## config.mk

```make
export PLATFORM = sky130hd
export DESIGN_NAME = bmc_bank
export DESIGN_NICKNAME = d
export VERILOG_FILES = /design/src/pkg/bmc_pkg.sv /design/src/pkg/bmc_ctl_if.sv /design/src/rtl/bmc_bank.sv /design/src/rtl/bmc_coltest.sv /design/src/rtl/bmc_sync3.sv
export VERILOG_INCLUDE_DIRS = /design/src /design/src/pkg
export SDC_FILE = /design/constraint.sdc
export NUM_CORES = 1
export LEC_CHECK = 0
export BUFFER_PORTS_ARGS = -buffer_cell sky130_fd_sc_hd__buf_2
export CORE_MARGIN = 1.5
export CORE_UTILIZATION = 33
export CTS_BUF_LIST = sky130_fd_sc_hd__clkbuf_16
export DETAILED_ROUTE_END_ITERATION = 8
export PLACE_DENSITY_LB_ADDON = 0.25
export SETUP_SLACK_MARGIN = 0.05
export SKIP_CTS_REPAIR_TIMING = 1
export SLEW_MARGIN = 30
export SYNTH_ARGS = -nofsm -noshare
export SYNTH_HDL_FRONTEND = slang
export SYNTH_SLANG_ARGS = --single-unit
```

## constraint.sdc

```tcl
create_clock -name clk -period 4.1 [get_ports clk]
set_input_delay 0.205 -clock clk [delete_from_list [all_inputs] [get_ports clk]]
set_output_delay 0.205 -clock clk [all_outputs]
set_load 0.01 [all_outputs]
```

## src/pkg/bmc_map.svh

```systemverilog
// register offsets, field positions, reset values and timing counts of the control block
`ifndef BMC_MAP_SVH
`define BMC_MAP_SVH
// ----------------------------------------
// register byte addresses
// ----------------------------------------
`define BMC_OFS_CONTROL 4'h0
`define BMC_OFS_STATE 4'h4
`define BMC_OFS_AN_DONE 4'h8
// ----------------------------------------
// control field positions
// ----------------------------------------
`define BMC_BIT_SPEED 13
`define BMC_BIT_AN_EN 12
`define BMC_BIT_PDOWN 11
`define BMC_BIT_ISOLATE 10
`define BMC_BIT_RESTART 9
`define BMC_BIT_DUPLEX 8
`define BMC_BIT_COLTEST 7
// ----------------------------------------
// state register field positions
// ----------------------------------------
`define BMC_ST_PDOWN 0
`define BMC_ST_ISOLATE 1
`define BMC_ST_FULL 2
`define BMC_ST_FAST 3
`define BMC_ST_AN_BUSY 4
`define BMC_ST_COL 5
// ----------------------------------------
// reset values
// ----------------------------------------
`define BMC_RST_PDOWN 1'b0
`define BMC_RST_ISOLATE 1'b0
`define BMC_RST_COLTEST 1'b0
`define BMC_RST_RESTART 1'b0
// ----------------------------------------
// timing: bit times and clock rate
// ----------------------------------------
`define BMC_CLK_HZ 50000000
`define BMC_BIT_NS_10M 100
`define BMC_COL_ON_BITS 512
`define BMC_COL_OFF_BITS 4
`define BMC_CLK_NS 20
// longest time rounds down: 4 bit times of 100 ns at 20 ns = 20 cycles
`define BMC_COL_OFF_CYC ((`BMC_COL_OFF_BITS * `BMC_BIT_NS_10M) / `BMC_CLK_NS)
`define BMC_COL_ON_CYC ((`BMC_COL_ON_BITS * `BMC_BIT_NS_10M) / `BMC_CLK_NS)
`endif

```

## src/pkg/bmc_pkg.sv

```systemverilog
// types shared by the control block modules
package bmc_pkg;
    typedef enum logic [1:0] {
        BMC_AN_IDLE = 2'b00,
        BMC_AN_START = 2'b01,
        BMC_AN_RUN = 2'b10
    } bmc_an_state_t;
    typedef logic [15:0] bmc_word_t;
endpackage : bmc_pkg

```

## src/pkg/bmc_ctl_if.sv

```systemverilog
// control lines from the register bank to the collision test unit
`timescale 1ns/1ps
interface bmc_ctl_if;
    logic col_test;
    logic isolate;
    logic pdown;
    logic col;
    modport bank (output col_test, output isolate, output pdown, input col);
    modport unit (input col_test, input isolate, input pdown, output col);
endinterface : bmc_ctl_if

```

## src/rtl/bmc_bank.sv

```systemverilog
// basic mode control register bank with avalon slave and mode outputs
// How it works
// [RL1] power-down bit halts all functions; register block stays reachable (full_duplex and speed_100 here are not gated by it)
// [RL2] low power-down pin sets the power-down bit, ORed with it
// [RL3] isolate bit 10 cuts the mac data interface, management still works
// [RL4] writing 1 to bit 9 restarts negotiation, ignored if bit 12 clear
// [RL5] restart bit reads 1 until negotiation starts, then self-clears
// [RL6] writing 0 to restart bit does not disturb a pending negotiation
// [RL7] duplex bit 8 forces full or half duplex; reset value from strap
// [RL8] collision test bit 7 makes COL follow TX_EN within 512 bit times
// [RL9] COL falls within 4 bit times after TX_EN falls in test mode
// [RL10] bits 6:0 reserved: writes ignored, reads zero
// [RL11] negotiation enable bit 12 overrides forced speed and duplex bits
// [RL12] clearing isolate or power-down returns to normal with no other action
//
// The Avalon-MM slave port and the placing of the registers were decided locally.
`timescale 1ns/1ps
`include "bmc_map.svh"
module bmc_bank
    import bmc_pkg::*;
(
    // clocking
    input wire logic clk,
    input wire logic reset,
    input wire logic ce,
    // avalon-mm slave
    input wire logic [3:0] avs_address,
    input wire logic avs_read,
    input wire logic avs_write,
    input wire logic [31:0] avs_writedata,
    input wire logic [3:0] avs_byteenable,
    output logic [31:0] avs_readdata,
    output logic avs_waitrequest,
    output logic [1:0] avs_response,
    // straps
    input wire logic strap_an_en,
    input wire logic strap_speed,
    input wire logic strap_duplex,
    // pins
    input wire logic power_down_irq_pin_n,
    input wire logic tx_en,
    output logic col,
    // negotiation engine handshake
    output logic an_start,
    input wire logic an_started,
    // operating mode
    output logic power_down,
    output logic isolate,
    output logic full_duplex,
    output logic speed_100,
    output logic an_enable
);
    // ----------------------------------------
    // registers
    // ----------------------------------------
    logic an_en_q;
    logic speed_q;
    logic pdown_q;
    logic isolate_q;
    logic duplex_q;
    logic coltest_q;
    logic strap_taken_q;
    logic ack_q;
    logic [31:0] rdata_q;
    logic [1:0] resp_q;
    bmc_an_state_t an_q;
    bmc_an_state_t an_d;
    logic pin_low;
    logic tx_en_s;
    bmc_ctl_if ctl ();
    // ----------------------------------------
    // pin synchronisers
    // ----------------------------------------
    logic pin_s;
    bmc_sync3 #(.RESET_VAL(1'b1)) u_pin_sync (
        .clk(clk),
        .reset(reset),
        .ce(ce),
        .din(power_down_irq_pin_n),
        .dout(pin_s)
    );
    bmc_sync3 #(.RESET_VAL(1'b0)) u_tx_sync (
        .clk(clk),
        .reset(reset),
        .ce(ce),
        .din(tx_en),
        .dout(tx_en_s)
    );
    assign pin_low = ~pin_s;
    // ----------------------------------------
    // bus decode
    // ----------------------------------------
    wire req = avs_read | avs_write;
    wire accept = req & ~ack_q;
    wire hit_ctl = (avs_address == `BMC_OFS_CONTROL);
    wire hit_st = (avs_address == `BMC_OFS_STATE);
    wire hit_done = (avs_address == `BMC_OFS_AN_DONE);
    wire hit_any = hit_ctl | hit_st | hit_done;
    wire wr_ctl = accept & avs_write & hit_ctl;
    wire wr_lo = wr_ctl & avs_byteenable[0];
    wire wr_hi = wr_ctl & avs_byteenable[1];
    wire [15:0] wd = avs_writedata[15:0];
    wire restart_req = wr_hi & wd[`BMC_BIT_RESTART] & an_en_q; // [RL4]
    wire restart_pend = (an_q == BMC_AN_START);
    // power-down read back includes the pin
    wire pdown_eff = pdown_q | pin_low; // [RL2]
    bmc_word_t ctl_word;
    always_comb begin
        ctl_word = 16'h0000; // [RL10]
        ctl_word[`BMC_BIT_AN_EN] = an_en_q;
        ctl_word[`BMC_BIT_SPEED] = speed_q;
        ctl_word[`BMC_BIT_PDOWN] = pdown_eff;
        ctl_word[`BMC_BIT_ISOLATE] = isolate_q;
        ctl_word[`BMC_BIT_RESTART] = restart_pend; // [RL5]
        ctl_word[`BMC_BIT_DUPLEX] = duplex_q;
        ctl_word[`BMC_BIT_COLTEST] = coltest_q;
    end
    bmc_word_t st_word;
    always_comb begin
        st_word = 16'h0000;
        st_word[`BMC_ST_PDOWN] = power_down;
        st_word[`BMC_ST_ISOLATE] = isolate;
        st_word[`BMC_ST_FULL] = full_duplex;
        st_word[`BMC_ST_FAST] = speed_100;
        st_word[`BMC_ST_AN_BUSY] = (an_q != BMC_AN_IDLE);
        st_word[`BMC_ST_COL] = col;
    end
    wire [31:0] rd_mux = hit_ctl ? {16'h0000, ctl_word} :
                         hit_st ? {16'h0000, st_word} : 32'h0000_0000;
    // ----------------------------------------
    // negotiation restart sequencer
    // ----------------------------------------
    always_comb begin
        an_d = an_q;
        case (an_q)
            BMC_AN_IDLE: begin
                if (restart_req) begin
                    an_d = BMC_AN_START;
                end
            end
            // a written 0 does not leave this state
            BMC_AN_START: begin
                if (an_started) begin
                    an_d = BMC_AN_RUN; // [RL5] [RL6]
                end
            end
            BMC_AN_RUN: begin
                an_d = BMC_AN_IDLE;
            end
            default: begin
                an_d = BMC_AN_IDLE;
            end
        endcase
    end
    // ----------------------------------------
    // control register
    // ----------------------------------------
    always_ff @(posedge clk) begin
        if (reset) begin
            pdown_q <= `BMC_RST_PDOWN;
            isolate_q <= `BMC_RST_ISOLATE;
            coltest_q <= `BMC_RST_COLTEST;
            an_q <= BMC_AN_IDLE;
            strap_taken_q <= 1'b0;
            an_en_q <= 1'b0;
            speed_q <= 1'b0;
            duplex_q <= 1'b0;
        end else if (ce) begin
            an_q <= an_d;
            // straps caught on the first enabled edge after release
            if (!strap_taken_q) begin
                strap_taken_q <= 1'b1;
                an_en_q <= strap_an_en;
                speed_q <= strap_speed;
                duplex_q <= strap_duplex; // [RL7]
            end else if (wr_hi) begin
                an_en_q <= wd[`BMC_BIT_AN_EN];
                speed_q <= wd[`BMC_BIT_SPEED];
                duplex_q <= wd[`BMC_BIT_DUPLEX]; // [RL7]
                isolate_q <= wd[`BMC_BIT_ISOLATE]; // [RL3] [RL12]
            end
            // pin low sets the stored bit, and it wins over a clearing write
            if (pin_low) begin
                pdown_q <= 1'b1; // [RL2]
            end else if (wr_hi) begin
                pdown_q <= wd[`BMC_BIT_PDOWN]; // [RL12]
            end
            if (wr_lo) begin
                coltest_q <= wd[`BMC_BIT_COLTEST];
            end
        end
    end
    // ----------------------------------------
    // bus answer: one wait state per access
    // ----------------------------------------
    always_ff @(posedge clk) begin
        if (reset) begin
            ack_q <= 1'b0;
            rdata_q <= 32'h0000_0000;
            resp_q <= 2'b00;
        end else if (ce) begin
            ack_q <= accept;
            if (accept) begin
                rdata_q <= avs_read ? rd_mux : 32'h0000_0000;
                resp_q <= hit_any ? 2'b00 : 2'b10;
            end
        end
    end
    assign avs_waitrequest = req & ~ack_q;
    assign avs_readdata = rdata_q;
    assign avs_response = resp_q;
    // ----------------------------------------
    // mode outputs
    // ----------------------------------------
    assign power_down = pdown_eff; // [RL1]
    assign isolate = isolate_q & ~pdown_eff; // [RL3]
    assign an_enable = an_en_q & ~pdown_eff;
    // forced bits matter only without negotiation
    assign full_duplex = ~an_en_q & duplex_q; // [RL11]
    assign speed_100 = ~an_en_q & speed_q; // [RL11]
    assign an_start = restart_pend & ~pdown_eff;
    assign ctl.col_test = coltest_q;
    assign ctl.isolate = isolate_q;
    assign ctl.pdown = pdown_eff; // [RL1]
    assign col = ctl.col;
    bmc_coltest u_col (
        .clk(clk),
        .reset(reset),
        .ce(ce),
        .tx_en(tx_en_s),
        .ctl(ctl)
    );
endmodule : bmc_bank

```

## src/rtl/bmc_coltest.sv

```systemverilog
// collision test unit: echoes transmit enable on the collision output
`timescale 1ns/1ps
`include "bmc_map.svh"
module bmc_coltest (
    // clocking
    input wire logic clk,
    input wire logic reset,
    input wire logic ce,
    // mac side
    input wire logic tx_en,
    // control
    bmc_ctl_if.unit ctl
);
    logic col_q;
    logic col_d;
    // col held low when isolated or powered down
    assign col_d = ctl.col_test & tx_en & ~ctl.isolate & ~ctl.pdown;
    always_ff @(posedge clk) begin
        if (reset) begin
            col_q <= 1'b0;
        end else if (ce) begin
            col_q <= col_d; // [RL8] [RL9]
        end
    end
    assign ctl.col = col_q;
endmodule : bmc_coltest

```

## src/rtl/bmc_sync3.sv

```systemverilog
// three flop synchroniser with agreement filter for pin inputs
`timescale 1ns/1ps
module bmc_sync3 #(
    parameter logic RESET_VAL = 1'b0
) (
    // clocking
    input wire logic clk,
    input wire logic reset,
    input wire logic ce,
    // signal
    input wire logic din,
    output logic dout
);
    logic s1_q;
    logic s2_q;
    logic s3_q;
    logic out_q;
    always_ff @(posedge clk) begin
        if (reset) begin
            s1_q <= RESET_VAL;
            s2_q <= RESET_VAL;
            s3_q <= RESET_VAL;
            out_q <= RESET_VAL;
        end else if (ce) begin
            s1_q <= din;
            s2_q <= s1_q;
            s3_q <= s2_q;
            // change counts only once second and third agree
            if (s2_q == s3_q) begin
                out_q <= s3_q;
            end
        end
    end
    assign dout = out_q;
endmodule : bmc_sync3

```

==> flow_metrics.env <==
export IMPL_fillCellCount=522
export IMPL_final_common_cell="buf_2"
export IMPL_boundaryPins=93
export IMPL_fin_setup_tns_ns=0
export IMPL_fin_crit_ns=1.57
export IMPL_grt_first_pass_wirelength_mm=6.43
export IMPL_cp_start_kind="register"
export IMPL_ir_drop_uv=261
export IMPL_clockBufferDepth=2
export IMPL_cp_top_family="simple AND/OR/NAND/NOR gates"
export IMPL_grt_ovfl_total=0
export IMPL_grt_setup_unrepaired="false"
export IMPL_final_cell_mix="45 x buf_2, 33 x dfxtp_1, 22 x o21ai_0, 21 x a21oi_1, 20 x conb_1"
export IMPL_num_antenna_cells=0
export IMPL_dpl_cell_area_sq_um=1870
export IMPL_drc=0
export IMPL_cp_cell_sequence="nor2b_1 > and2_1 > buf_2"
export IMPL_clock_fmax_mhz=636
export IMPL_power_mw=0.770
export IMPL_insertion_delay_ns=0.27
export IMPL_placement_io_buffers=45
export IMPL_postLayoutCellArea_sq_um=2010
export IMPL_cap_violations=0
export IMPL_dp_hpwl_mm=2.74
export IMPL_cts_root_buf="clkbuf_16"
export IMPL_viasPerCell=4.79
export IMPL_cp_end_kind="primary output"
export IMPL_sw_frac_of_total_pct=24.7
export IMPL_die_area_sq_um=5490
export IMPL_synthFlopType="dfxtp_1"
export IMPL_clk_pin_slew_worst_paths_ns=0.05
export IMPL_final_cells=309
export IMPL_critPathKind="reg -> out"
export IMPL_setup_viol=0
export IMPL_antenna_found_initial=0
export IMPL_clock_skew_ns=0.00355
export IMPL_finish_utilization_pct=41.9
export IMPL_min_period_over_period_pct=38.4
export IMPL_wl_per_cell_um=12.9
export IMPL_synth_edf_count=0
export IMPL_fin_ws_ns=2.53
export IMPL_p_seq_share_pct=44.1
export IMPL_start_util_pct=34.9
export IMPL_async_flop_share_pct=0
export IMPL_cp_slowest_cell="nor2b_1"
export IMPL_dieHeight_um=74.1
export IMPL_drt_initial_drc_count=134
export IMPL_drv_slew=0
export IMPL_yosysUniqueCellTypes=36
export IMPL_globalRouteTotalUtil_pct=15.3
export IMPL_dr_total_vias=1481
export IMPL_core_rowCount=25
export IMPL_clock_sinks=33
export IMPL_relSlewSlack_pct=55.4
export IMPL_core_sq_um=4790
export IMPL_cts_tree="built"
export IMPL_routed_wl_mm=3.99
export IMPL_status="completed"
export IMPL_syn2layout_area_growth_pct=20.2
export IMPL_p_sw_mw=0.191
export IMPL_p_comb_share_pct=10.3
export IMPL_min_path_type="in -> reg"
export IMPL_grt_max_degree=38
export IMPL_seq_area_frac_synth_pct=39.6
export IMPL_holdWs_ns=0.133
export IMPL_p_leak_nw=0.888
export IMPL_max_stage_delay_ns=0.41
export IMPL_worstPathArrival_ns=1.37
export IMPL_p_int_mw=0.579
export IMPL_dp_cells=301
export IMPL_avgSynthCellArea_sq_um=8.35
export IMPL_nNetsFinal=292
export IMPL_worst_pin_slew_ns=0.669
export IMPL_ant_nets=0
export IMPL_drtPass1Iterations=4
export IMPL_power_clock_fraction_pct=45.7
export IMPL_largest_reg_flops=13
export IMPL_htree_levels=2
export IMPL_die_x_um=74.1
export IMPL_synthCells=200
export IMPL_drive_gt1_share_pct=23.1
export IMPL_required_ns=3.89
export IMPL_grt_pass1_vias=1298
export IMPL_cp_max_fo=7
export IMPL_ys_seq_elements=33
export IMPL_routabilityCongestion=0.763
export IMPL_cts_buffers=5
export IMPL_dp_slack_ns=2.39
export IMPL_critPathBufInv=1
export IMPL_power_density_nw_per_um2=384
export IMPL_netlist_area_sq_um=1670
export IMPL_yosys_warnings=0
export IMPL_hold_viol=0
synth_stat cells (2+ instances only):
cell type | instances | area [sq um]
dfxtp_1 | 33 | 661
o21ai_0 | 22 | 110
a21oi_1 | 21 | 105
buf_4 | 20 | 150
nand3_1 | 14 | 70.1
nor2b_1 | 11 | 68.8
clkbuf_1 | 10 | 37.5
nor2_1 | 9 | 33.8
and2_1 | 8 | 50.1
mux2i_1 | 6 | 60.1
and3b_1 | 5 | 43.8
nand2_1 | 5 | 18.8
nand2b_1 | 4 | 25.0
a211o_1 | 3 | 26.3
inv_1 | 3 | 11.3
o221ai_1 | 3 | 26.3
buf_2 | 2 | 10.0
nand3b_1 | 2 | 15.0
nand4_1 | 2 | 12.5
final timing paths:
| check | from | to | slack (ns) | cells past startpoint |
|---|---|---|---|---|
| setup / recovery | u_pin_sync.dout | an_start | 2.53 | 3 |
| hold / removal | power_down_irq_pin_n | u_pin_sync.s1_q | 0.13 | 2 |
| setup reg to reg | ack_q | avs_response[1] | 2.70 | 3 |
| hold reg to reg | avs_readdata[3] | avs_readdata[3] | 0.47 | 2 |
worst register-to-register path, cell delays in order, from the launching register on:
cell and delay, ns:
dfxtp_1 0.35, nand2b_1 0.39, or3_1 0.45, a21oi_1 0.14
metal layers:
metal	global-route usage, %	vias to the layer above	part of all wire [%]
met3	4.47	5	6.3
met2	21.4	42	45
li1	-	750	-
met4	4.94	0	1.1
met1	22.3	684	48
met5	0	-	0
area by class of cell:
cell class | count | area, sq um | area share (%)
Multi-Input combinational cell | 151 | 873 | 43.5
Clock buffer | 5 | 125 | 6.23
Inverter | 3 | 11.3 | 0.561
Sequential cell | 33 | 661 | 32.9
Timing Repair Buffer | 47 | 240 | 12.0
Tap cell | 67 | 83.8 | 4.18
Clock inverter | 3 | 12.5 | 0.623
kinds of logic (layout without fill, tap and decap cells):
logic type / after synthesis / count (layout) / share of synthesized area [%]
mux: 6 / 6 / 3.60
other cells: 1 / 20 / 0.225
simple gates: 68 / 68 / 24.1
flops: 33 / 33 / 39.6
compound gates: 57 / 57 / 19.9
buf+inv: 35 / 58 / 12.5
power by group through the flow:
stage               sequential [mW]  combinational (mW)  clock [mW]
floorplan                     0.342              0.0683           0
global placement              0.346              0.0789           0
detailed placement            0.346              0.0789           0
CTS                           0.339              0.0794       0.359
global route                  0.341              0.0893       0.373
finish                        0.339              0.0792       0.352
Note: power is estimated with default switching activity, not from simulation.
